### src/srl_regs.svh
`ifndef SRL_REGS_SVH
`define SRL_REGS_SVH

// ----------------------------------------------------------------------------
// Register map
// ----------------------------------------------------------------------------
`define SRL_CTL_ADDR        32'hfffff890
`define SRL_LEVEL_ADDR      32'hfffff894
`define SRL_PROTECT_ADDR    32'hfffff898
`define SRL_PROTECT_KEY     8'ha5

// ----------------------------------------------------------------------------
// Field positions and reset values
// ----------------------------------------------------------------------------
`define SRL_CTL_ENABLE_BIT  7
`define SRL_CTL_MODE_BIT    1
`define SRL_CTL_FLAG_BIT    0
`define SRL_LEVEL_SEL_BIT   0
`define SRL_CTL_RESET       8'h00
`define SRL_CTL_LVI_RESET   8'h82
`define SRL_LEVEL_RESET     8'h00
`define SRL_CLK_DIV8_CODE   3'h3

// ----------------------------------------------------------------------------
// Timing
// ----------------------------------------------------------------------------
`define SRL_CLK_PERIOD_NS   100
`define SRL_SETTLE_PERIODS  65536
`define SRL_TIMER_W         17
`define SRL_WDT_HOLD_NS     1600
`define SRL_WDT_HOLD_CYCLES ((`SRL_WDT_HOLD_NS + `SRL_CLK_PERIOD_NS - 1) / `SRL_CLK_PERIOD_NS)
`define SRL_DETECT_WAIT_NS  100000

`endif

### src/srl_pkg.sv
package srl_pkg;

	// Phases of the system reset sequence.
	typedef enum logic [1:0]
	{
		st_reset,
		st_settle,
		st_run
	} srl_phase_t;

	// Whole state of the reset controller.
	typedef struct packed
	{
		logic       pin_s1;
		logic       pin_s2;
		logic       below_s1;
		logic       below_s2;
		srl_phase_t phase;
		logic       enable;
		logic       mode;
		logic       level;
		logic       protect_armed;
		logic [7:0] rdata;
	} srl_core_t;

	// Whole state of one down timer.
	typedef struct packed
	{
		logic [16:0] count;
	} srl_timer_t;

endpackage

### src/srl_timer_if.sv
`timescale 1ns/1ps

// Start and busy handshake between the controller and one down timer.
interface srl_timer_if;
	logic ce;
	logic start;
	logic busy;

	modport ctrl
	(
		output ce,
		output start,
		input  busy
	);

	modport timer
	(
		input  ce,
		input  start,
		output busy
	);
endinterface

### src/srl_down_timer.sv
`timescale 1ns/1ps
`include "srl_regs.svh"

module srl_down_timer
#(
	parameter logic [16:0] LENGTH = 17'h00010
)
(
	input  wire logic       core_clk,
	input  wire logic       arst_n,
	srl_timer_if.timer      tmr
);

	srl_pkg::srl_timer_t cur;
	srl_pkg::srl_timer_t nxt;

	// A start reloads the full length; otherwise count down to zero and stop there.
	always_comb
	begin
		nxt = cur;
		if (tmr.start)
		begin
			nxt.count = LENGTH;
		end
		else if (cur.count != 17'h00000)
		begin
			nxt.count = cur.count - 17'h00001;
		end
	end

	// State only moves while the clock enable is high.
	always_ff @(posedge core_clk or negedge arst_n)
	begin
		if (!arst_n)
		begin
			cur <= '0;
		end
		else if (tmr.ce)
		begin
			cur <= nxt;
		end
	end

	// Busy reads the stored count, so it rises one edge after the start.
	assign tmr.busy = (cur.count != 17'h00000);

endmodule // srl_down_timer

### src/srl_reset_ctrl.sv
// The address-and-strobe port is this design's own decision.
`timescale 1ns/1ps
`include "srl_regs.svh"

// Notes on behaviour
// A low reset pin holds the system in reset and initialises all hardware.
// A low-to-high pin transition leaves the pin reset state.
// After release, wait 2^16 oscillator periods before the CPU runs.
// System and CPU clocks stop in reset, restart afterwards with divider at eight.
// Peripheral clocks stay halted until the stabilisation wait has finished.
// All port pins go high impedance while reset is asserted.
// Reset loads every peripheral register with its initial value; an undervoltage reset here keeps the level register unchanged.
// RAM keeps its contents across reset; writes are blocked meanwhile.
// A watchdog overflow in reset mode causes a full system reset.
// Watchdog reset lasts a fixed delay, releases itself, then stabilisation follows.
// Enabled and below threshold: interrupt when mode is 0, reset when 1.
// Bit 7 enables detection; clearing it stops detection.
// Bit 0 is a read-only flag: 1 only when enabled and below threshold.
// Control writes are accepted only inside the protected write sequence.
// Control resets to 00h by pin, power-on, watchdog; to 82h by undervoltage.
// Control register supports byte and single-bit accesses.
// The detector keeps working in halt, idle and stop standby modes.
// The detection threshold selects one of two levels.
// Software waits about 0.1 ms after enabling before using the flag.
// With reset mode selected, control and level are locked until another reset.
// Undervoltage reset lasts while supply stays below threshold.
// All three reset requests merge into one reset with the same wait.
module srl_reset_ctrl
#(
	parameter logic [16:0] SETTLE_CYCLES = 17'(`SRL_SETTLE_PERIODS)
)
(
	input  wire logic        core_clk,
	input  wire logic        arst_n,
	input  wire logic        clk_en,
	input  wire logic        reset_pin_n,
	input  wire logic        watchdog_reset_req,
	input  wire logic        watchdog_reset_mode,
	input  wire logic        supply_below,
	input  wire logic [31:0] reg_addr,
	input  wire logic [7:0]  reg_wdata,
	input  wire logic        reg_wr,
	input  wire logic        reg_rd,
	input  wire logic        reg_bit_en,
	input  wire logic [2:0]  reg_bit_sel,
	output logic      [7:0]  reg_rdata,
	output logic             sys_reset_n,
	output logic             io_hiz,
	output logic             ram_write_block,
	output logic             sys_clk_en,
	output logic             cpu_clk_en,
	output logic             periph_clk_en,
	output logic             clk_div_reset,
	output logic      [2:0]  clk_div_code,
	output logic             cpu_run,
	output logic             level_sel,
	output logic             undervoltage_flag,
	output logic             undervoltage_irq,
	output logic             undervoltage_reset_req
);

	// ------------------------------------------------------------------------
	// State and timers
	// ------------------------------------------------------------------------
	srl_pkg::srl_core_t cur;
	srl_pkg::srl_core_t nxt;

	srl_timer_if settle_if ();
	srl_timer_if wdt_if ();

	logic       pin_rst;
	logic       wdt_start;
	logic       wdt_rst;
	logic       lvi_rst;
	logic       other_rst;
	logic       any_req;
	logic       settle_busy;
	logic       in_settle;
	logic       ctl_wr;
	logic [7:0] ctl_value;
	logic [7:0] level_value;
	logic [7:0] ctl_merged;
	logic [7:0] level_merged;

	srl_down_timer
	#(
		.LENGTH (SETTLE_CYCLES)
	)
	u_settle_timer
	(
		.core_clk (core_clk),
		.arst_n   (arst_n),
		.tmr      (settle_if.timer)
	);

	srl_down_timer
	#(
		.LENGTH (17'(`SRL_WDT_HOLD_CYCLES))
	)
	u_wdt_hold_timer
	(
		.core_clk (core_clk),
		.arst_n   (arst_n),
		.tmr      (wdt_if.timer)
	);

	// ------------------------------------------------------------------------
	// Register helpers
	// ------------------------------------------------------------------------

	// A single-bit access changes one bit from wdata[0]; a byte access replaces all.
	function automatic logic [7:0] srl_merge
	(
		input logic [7:0] old,
		input logic [7:0] wd,
		input logic       ben,
		input logic [2:0] sel
	);
		logic [7:0] m;
		m = 8'h01 << sel;
		if (ben)
		begin
			return (old & ~m) | (wd[0] ? m : 8'h00);
		end
		return wd;
	endfunction

	// Read views of the two registers; bits 2 to 6 and upper level bits read zero.
	always_comb
	begin
		ctl_value = `SRL_CTL_RESET;
		ctl_value[`SRL_CTL_ENABLE_BIT] = cur.enable;
		ctl_value[`SRL_CTL_MODE_BIT] = cur.mode;
		ctl_value[`SRL_CTL_FLAG_BIT] = undervoltage_flag;
		level_value = `SRL_LEVEL_RESET;
		level_value[`SRL_LEVEL_SEL_BIT] = cur.level;
	end

	// Merged write values are named nets, because a select on a call result is not legal.
	assign ctl_merged = srl_merge(ctl_value, reg_wdata, reg_bit_en, reg_bit_sel);
	assign level_merged = srl_merge(level_value, reg_wdata, reg_bit_en, reg_bit_sel);

	// ------------------------------------------------------------------------
	// Reset sources
	// ------------------------------------------------------------------------

	// The detector runs from the comparator alone, so standby modes do not stop it.
	assign undervoltage_flag = cur.enable & cur.below_s2;
	assign lvi_rst = undervoltage_flag & cur.mode;
	assign undervoltage_irq = undervoltage_flag & ~cur.mode;
	assign undervoltage_reset_req = lvi_rst;
	assign level_sel = cur.level;

	// The request itself covers the first cycle before the hold timer reads busy.
	assign wdt_start = watchdog_reset_req & watchdog_reset_mode;
	assign wdt_rst = wdt_start | wdt_if.busy;
	assign pin_rst = ~cur.pin_s2;
	assign other_rst = pin_rst | wdt_rst;
	assign any_req = other_rst | lvi_rst;

	assign settle_busy = settle_if.busy;
	assign in_settle = (cur.phase == srl_pkg::st_settle);
	assign ctl_wr = reg_wr & (reg_addr == `SRL_CTL_ADDR);

	// Timer handshakes; the settle wait starts on the cycle that leaves reset.
	assign settle_if.ce = clk_en;
	assign settle_if.start = (cur.phase == srl_pkg::st_reset) & ~any_req;
	assign wdt_if.ce = clk_en;
	assign wdt_if.start = wdt_start;

	// ------------------------------------------------------------------------
	// Next state
	// ------------------------------------------------------------------------

	// Synchronisers, sequence, register writes and reset loads in one place.
	always_comb
	begin
		nxt = cur;
		nxt.pin_s1 = reset_pin_n;
		nxt.pin_s2 = cur.pin_s1;
		nxt.below_s1 = supply_below;
		nxt.below_s2 = cur.below_s1;

		// Any new request during the wait restarts the whole sequence.
		case (cur.phase)
			srl_pkg::st_reset:
			begin
				if (!any_req)
				begin
					nxt.phase = srl_pkg::st_settle;
				end
			end
			srl_pkg::st_settle:
			begin
				if (any_req)
				begin
					nxt.phase = srl_pkg::st_reset;
				end
				else if (!settle_busy)
				begin
					nxt.phase = srl_pkg::st_run;
				end
			end
			srl_pkg::st_run:
			begin
				if (any_req)
				begin
					nxt.phase = srl_pkg::st_reset;
				end
			end
			default:
			begin
				nxt.phase = srl_pkg::st_reset;
			end
		endcase

		// Read data stand only in the cycle after the strobe.
		nxt.rdata = 8'h00;
		if (reg_rd)
		begin
			if (reg_addr == `SRL_CTL_ADDR)
			begin
				nxt.rdata = ctl_value;
			end
			else if (reg_addr == `SRL_LEVEL_ADDR)
			begin
				nxt.rdata = level_value;
			end
			else
			begin
				nxt.rdata = 8'h00;
			end
		end

		// The key arms exactly one following write; any write disarms it.
		if (reg_wr)
		begin
			nxt.protect_armed = 1'b0;
			if (reg_addr == `SRL_PROTECT_ADDR)
			begin
				nxt.protect_armed = (reg_wdata == `SRL_PROTECT_KEY);
			end
			else if (reg_addr == `SRL_CTL_ADDR)
			begin
				if (cur.protect_armed && !cur.mode)
				begin
					nxt.enable = ctl_merged[`SRL_CTL_ENABLE_BIT];
					nxt.mode = ctl_merged[`SRL_CTL_MODE_BIT];
				end
			end
			else if (reg_addr == `SRL_LEVEL_ADDR)
			begin
				if (!cur.mode)
				begin
					nxt.level = level_merged[`SRL_LEVEL_SEL_BIT];
				end
			end
		end

		// Reset loads win over software; undervoltage keeps the level and locks.
		if (other_rst)
		begin
			nxt.enable = 1'(`SRL_CTL_RESET >> `SRL_CTL_ENABLE_BIT);
			nxt.mode = 1'(`SRL_CTL_RESET >> `SRL_CTL_MODE_BIT);
			nxt.level = 1'b0;
			nxt.protect_armed = 1'b0;
		end
		else if (lvi_rst)
		begin
			nxt.enable = 1'(`SRL_CTL_LVI_RESET >> `SRL_CTL_ENABLE_BIT);
			nxt.mode = 1'(`SRL_CTL_LVI_RESET >> `SRL_CTL_MODE_BIT);
			nxt.protect_armed = 1'b0;
		end
	end

	// Power-on clear is the asynchronous reset; the pin synchroniser starts low.
	always_ff @(posedge core_clk or negedge arst_n)
	begin
		if (!arst_n)
		begin
			cur <= '0;
		end
		else if (clk_en)
		begin
			cur <= nxt;
		end
	end

	// ------------------------------------------------------------------------
	// Outputs
	// ------------------------------------------------------------------------

	// Clocks stay stopped through the wait; the divider is held at one eighth.
	assign sys_reset_n = (cur.phase != srl_pkg::st_reset);
	assign io_hiz = ~sys_reset_n;
	assign ram_write_block = ~sys_reset_n;
	assign cpu_run = (cur.phase == srl_pkg::st_run);
	assign sys_clk_en = cpu_run;
	assign cpu_clk_en = cpu_run;
	assign periph_clk_en = cpu_run;
	assign clk_div_reset = ~cpu_run;
	assign clk_div_code = `SRL_CLK_DIV8_CODE;
	assign reg_rdata = cur.rdata;
endmodule // srl_reset_ctrl

### config.mk
export PLATFORM = sky130hd
export DESIGN_NAME = srl_reset_ctrl
export DESIGN_NICKNAME = d
export VERILOG_FILES = /design/src/srl_pkg.sv /design/src/srl_timer_if.sv /design/src/srl_down_timer.sv /design/src/srl_reset_ctrl.sv
export VERILOG_INCLUDE_DIRS = /design/src
export SDC_FILE = /design/constraint.sdc
export NUM_CORES = 1
export LEC_CHECK = 0
export BUFFER_PORTS_ARGS = -buffer_cell sky130_fd_sc_hd__buf_2
export CORE_MARGIN = 8
export CORE_UTILIZATION = 45
export CTS_CLUSTER_DIAMETER = 200
export CTS_CLUSTER_SIZE = 14
export DETAILED_ROUTE_END_ITERATION = 7
export PLACE_DENSITY = 0.7
export SYNTH_ARGS = -nofsm -noshare
export SYNTH_HDL_FRONTEND = slang
export SYNTH_SLANG_ARGS = --single-unit
### constraint.sdc
create_clock -name core_clk -period 2.8 [get_ports core_clk]
set_clock_uncertainty 0.1 [all_clocks]
set_input_delay 0.56 -clock core_clk [delete_from_list [all_inputs] [get_ports core_clk]]
set_output_delay 0.56 -clock core_clk [all_outputs]
set_load 0.005 [all_outputs]
==> impl_metrics.yaml <==
outcome:
  outcome: "completed"
clock_tree:
  cts_made_buffers: 5
  postCtsResizedCells: 0
  clkTransAtPathRegs_ns: 0.09
  holdBufCountCts: 0
  post_cts_buffers: 0
  insertion_delay_ns: 0.31
  clk_path_buf_depth: 2
  cts_num_sinks: 47
  cts_tree: "built"
  root_buffer: "clkbuf_8"
  htreeDepth: 2
setup_path:
  cpPeakStageDelay_ns: 0.55
  cp.required_ns: 2.90
  worst-path-buf-inv: 0
  slowest_stage: "o31ai_1"
  crit_type: "register to register"
  endpoint_kind: "register"
  crit_path_start_kind: "register"
  cp_top_family: "simple AND/OR/NAND/NOR gates"
  cp_max_fo: 8
  timing.rr.start: "u_wdt_hold_timer.cur[10]$_DFFE_PN0P_"
  path_cells: "nor4_1, nand4_1, o31ai_1, or3_1, nand2_1"
  worst_ep_arrival_time_ns: 2.43
  r2r_slack_ns: 0.48
  cp-startpoint: "u_wdt_hold_timer.cur[10]$_DFFE_PN0P_"
floorplanning:
  start_util_pct: 46.6
  die-area_um2: 9420
  die_h_um: 97.1
  coreArea_um2: 6350
  core.rowCount: 29
  io_pins: 76
  die_x_um: 97.1
sta:
  tightestPinTransition_ns: 0.585
  drv_slew: 0
  final_hold_viol_count: 0
  rsz0062_at_grt: "false"
  fin_crit_sh_pct: 83.0
  post-route-min-period_ns: 2.32
  relSlewSlack_pct: 60.6
  finalSetupViolCount: 0
  fin_tns_setup_ns: 0
  fmax_mhz: 430
flow_run:
  cap_viol_max_count: 0
route:
  vias_per_cell: 5.88
  drtIter0Drc: 173
  wl_mm: 7.71
  postRouteAntennaNets: 0
  drcViolationCount: 0
  post_drt_wl_per_cell_um: 16.6
  dr.pass1.iters: 4
  via_count: 2730
power_and_ir_drop:
  powerDensity_nw_per_um2: 784
  ir_drop_mv: 0.436
  leakagePower_nw: 1.56
synth:
  synth-edff-count: 0
  netlist_area_um2: 2960
  ys_seq_area_share_pct: 39.8
  synth-seq-cells: 47
  synthCells: 324
  ys_async_sr_fraction_pct: 100
  yosysWarnings: 0
  synth_cell_types: 58
  synth_ff_type: "dfrtp_1"
  syn_avg_cell_area_um2: 9.13
grt:
  grt_pass1_wl_mm: 13.1
  grt_pass1_vias: 2643
  antenna_found_initial: 0
  grt_max_degree: 21
  grt_usage_pct: 16.5
  grt.overflow.total: 0
finish:
  drive_gt1_share_pct: 24.3
  area_growth_pct: 16.1
  layout_common_cells: "buf_2 (67), dfrtp_1 (47), nor2_1 (27), nand2_1 (20), inv_1 (14)"
  nets: 443
  antennaDiodeCount: 0
  layout_commonest_cell: "buf_2"
  design_area_um2: 3430
placed_design:
  placed_area_um2: 3300
  gp_congestion: 0.869
  port_buffers: 67
  post-dp-hpwl_mm: 5.96
worst_hold_path:
  holdCritPathClass: "input pin to async pin"
flip-flops by register name, summed over array words and instances, names as in the netlist:
name / flops
reg_rdata: 3
u_settle_timer.cur: 17
ctl_value: 2
cur: 7
u_wdt_hold_timer.cur: 17
level_sel: 1
layout make-up:
class,instances,area (µm²)
tap,77,96.3
timing repair buffer,74,388
fill,603,2920
sequential,47,1180
clock buffer,6,72.6
inverter,15,56.3
multi-input combinational,243,1590
clock inverter,2,60.1
cell families (layout without fill, tap and decap cells):
group / count (synthesis) / count (layout) / share of synthesized area [%]
xor+xnor: 14 / 14 / 4.15
simple gates: 143 / 143 / 28.6
flops: 47 / 47 / 39.8
fa+ha+maj: 4 / 4 / 1.69
other cells: 2 / 8 / 0.254
compound gates: 67 / 67 / 15.6
buf+inv: 40 / 97 / 7.40
mux: 7 / 7 / 2.54
per-stage QoR:
stage / hold WS (ns) / std cells / total power [mW] / util, % / setup WS (ns)
floorplan: 0.164 / 330 / 1.83 / - / 0.721
global placement: 0.378 / 456 / 2.06 / 52.0 / 0.580
detailed placement: 0.392 / 456 / 2.09 / 52.0 / 0.540
CTS: 0.0617 / 464 / 2.70 / 54.1 / 0.516
global route: 0.0759 / 464 / 2.90 / 54.1 / 0.153
finish: 0.0591 / 464 / 2.69 / 54.1 / 0.476
layer usage:
layer | up-vias | part of all wire [%] | global-route usage, % | routed length [µm]
met1 | 1309 | 45 | 21.4 | 3460
li1 | 1305 | - | - | -
met2 | 103 | 45 | 25.3 | 3460
met3 | 13 | 8.6 | 5.19 | 663
met4 | 0 | 1.5 | 4.97 | 119
met5 | - | 0 | 0 | 0
where the power goes:
part / internal (mW) / switching, mW / leakage [nW]
Clock: 0.357 / 0.236 / 0.0654
Combinational: 0.433 / 0.541 / 0.895
Sequential: 0.879 / 0.248 / 0.602
synthesized netlist by cell type (all sizes together) (2+ instances only):
library cell	number	area [µm²]
ha	4	50.1
inv	14	52.6
conb	2	7.51
nor3	11	66.3
a22o	4	35.0
o211ai	7	52.6
and3	4	25.0
dfrtp	47	1180
o2bb2ai	5	43.8
or4	5	45.0
a21oi	12	60.1
and4	3	26.3
xor2	6	52.6
buf	20	143
mux2	4	45.0
a21o	3	22.5
xnor2	8	70.1
nor4	12	90.1
nor4b	6	52.6
nand3	10	55.1
a32o	3	30.0
nand2	20	75.1
or3	9	56.3
and2	3	18.8
nor2	28	108
o21ai	16	80.1
nand4	12	75.1
nor2b	8	50.1
a211oi	3	22.5
nand4b	3	26.3
o31ai	6	45.0
clkbuf	5	20.0
mux2i	3	30.0
nor3b	2	15.0
worst register-to-register path, delay by kind of cell, from the launching register on:
family | cells | cell delay, ns
AOI/OAI and AO/OA | 1 | 0.55
DFF | 1 | 0.43
and+or+nand+nor | 4 | 1.14
path summary, 6_finish.rpt:
| path | cells after the start | endpoint |
|---|---|---|
| setup / recovery | 5 | u_wdt_hold_timer.cur[0]$_DFFE_PN0P_ |
| hold / removal | 1 | u_wdt_hold_timer.cur[6]$_DFFE_PN0P_ |
| setup reg to reg | 5 | u_wdt_hold_timer.cur[0]$_DFFE_PN0P_ |
| hold reg to reg | 1 | reg_rdata[1]$_DFFE_PN0P_ |
| max in group asynchronous | 2 | ctl_value[7]$_DFFE_PN0P_ |
| min in group core_clk | 2 | cur[15]$_DFFE_PN0P_ |
No activity file was read; power rests on OpenSTA's default activity.
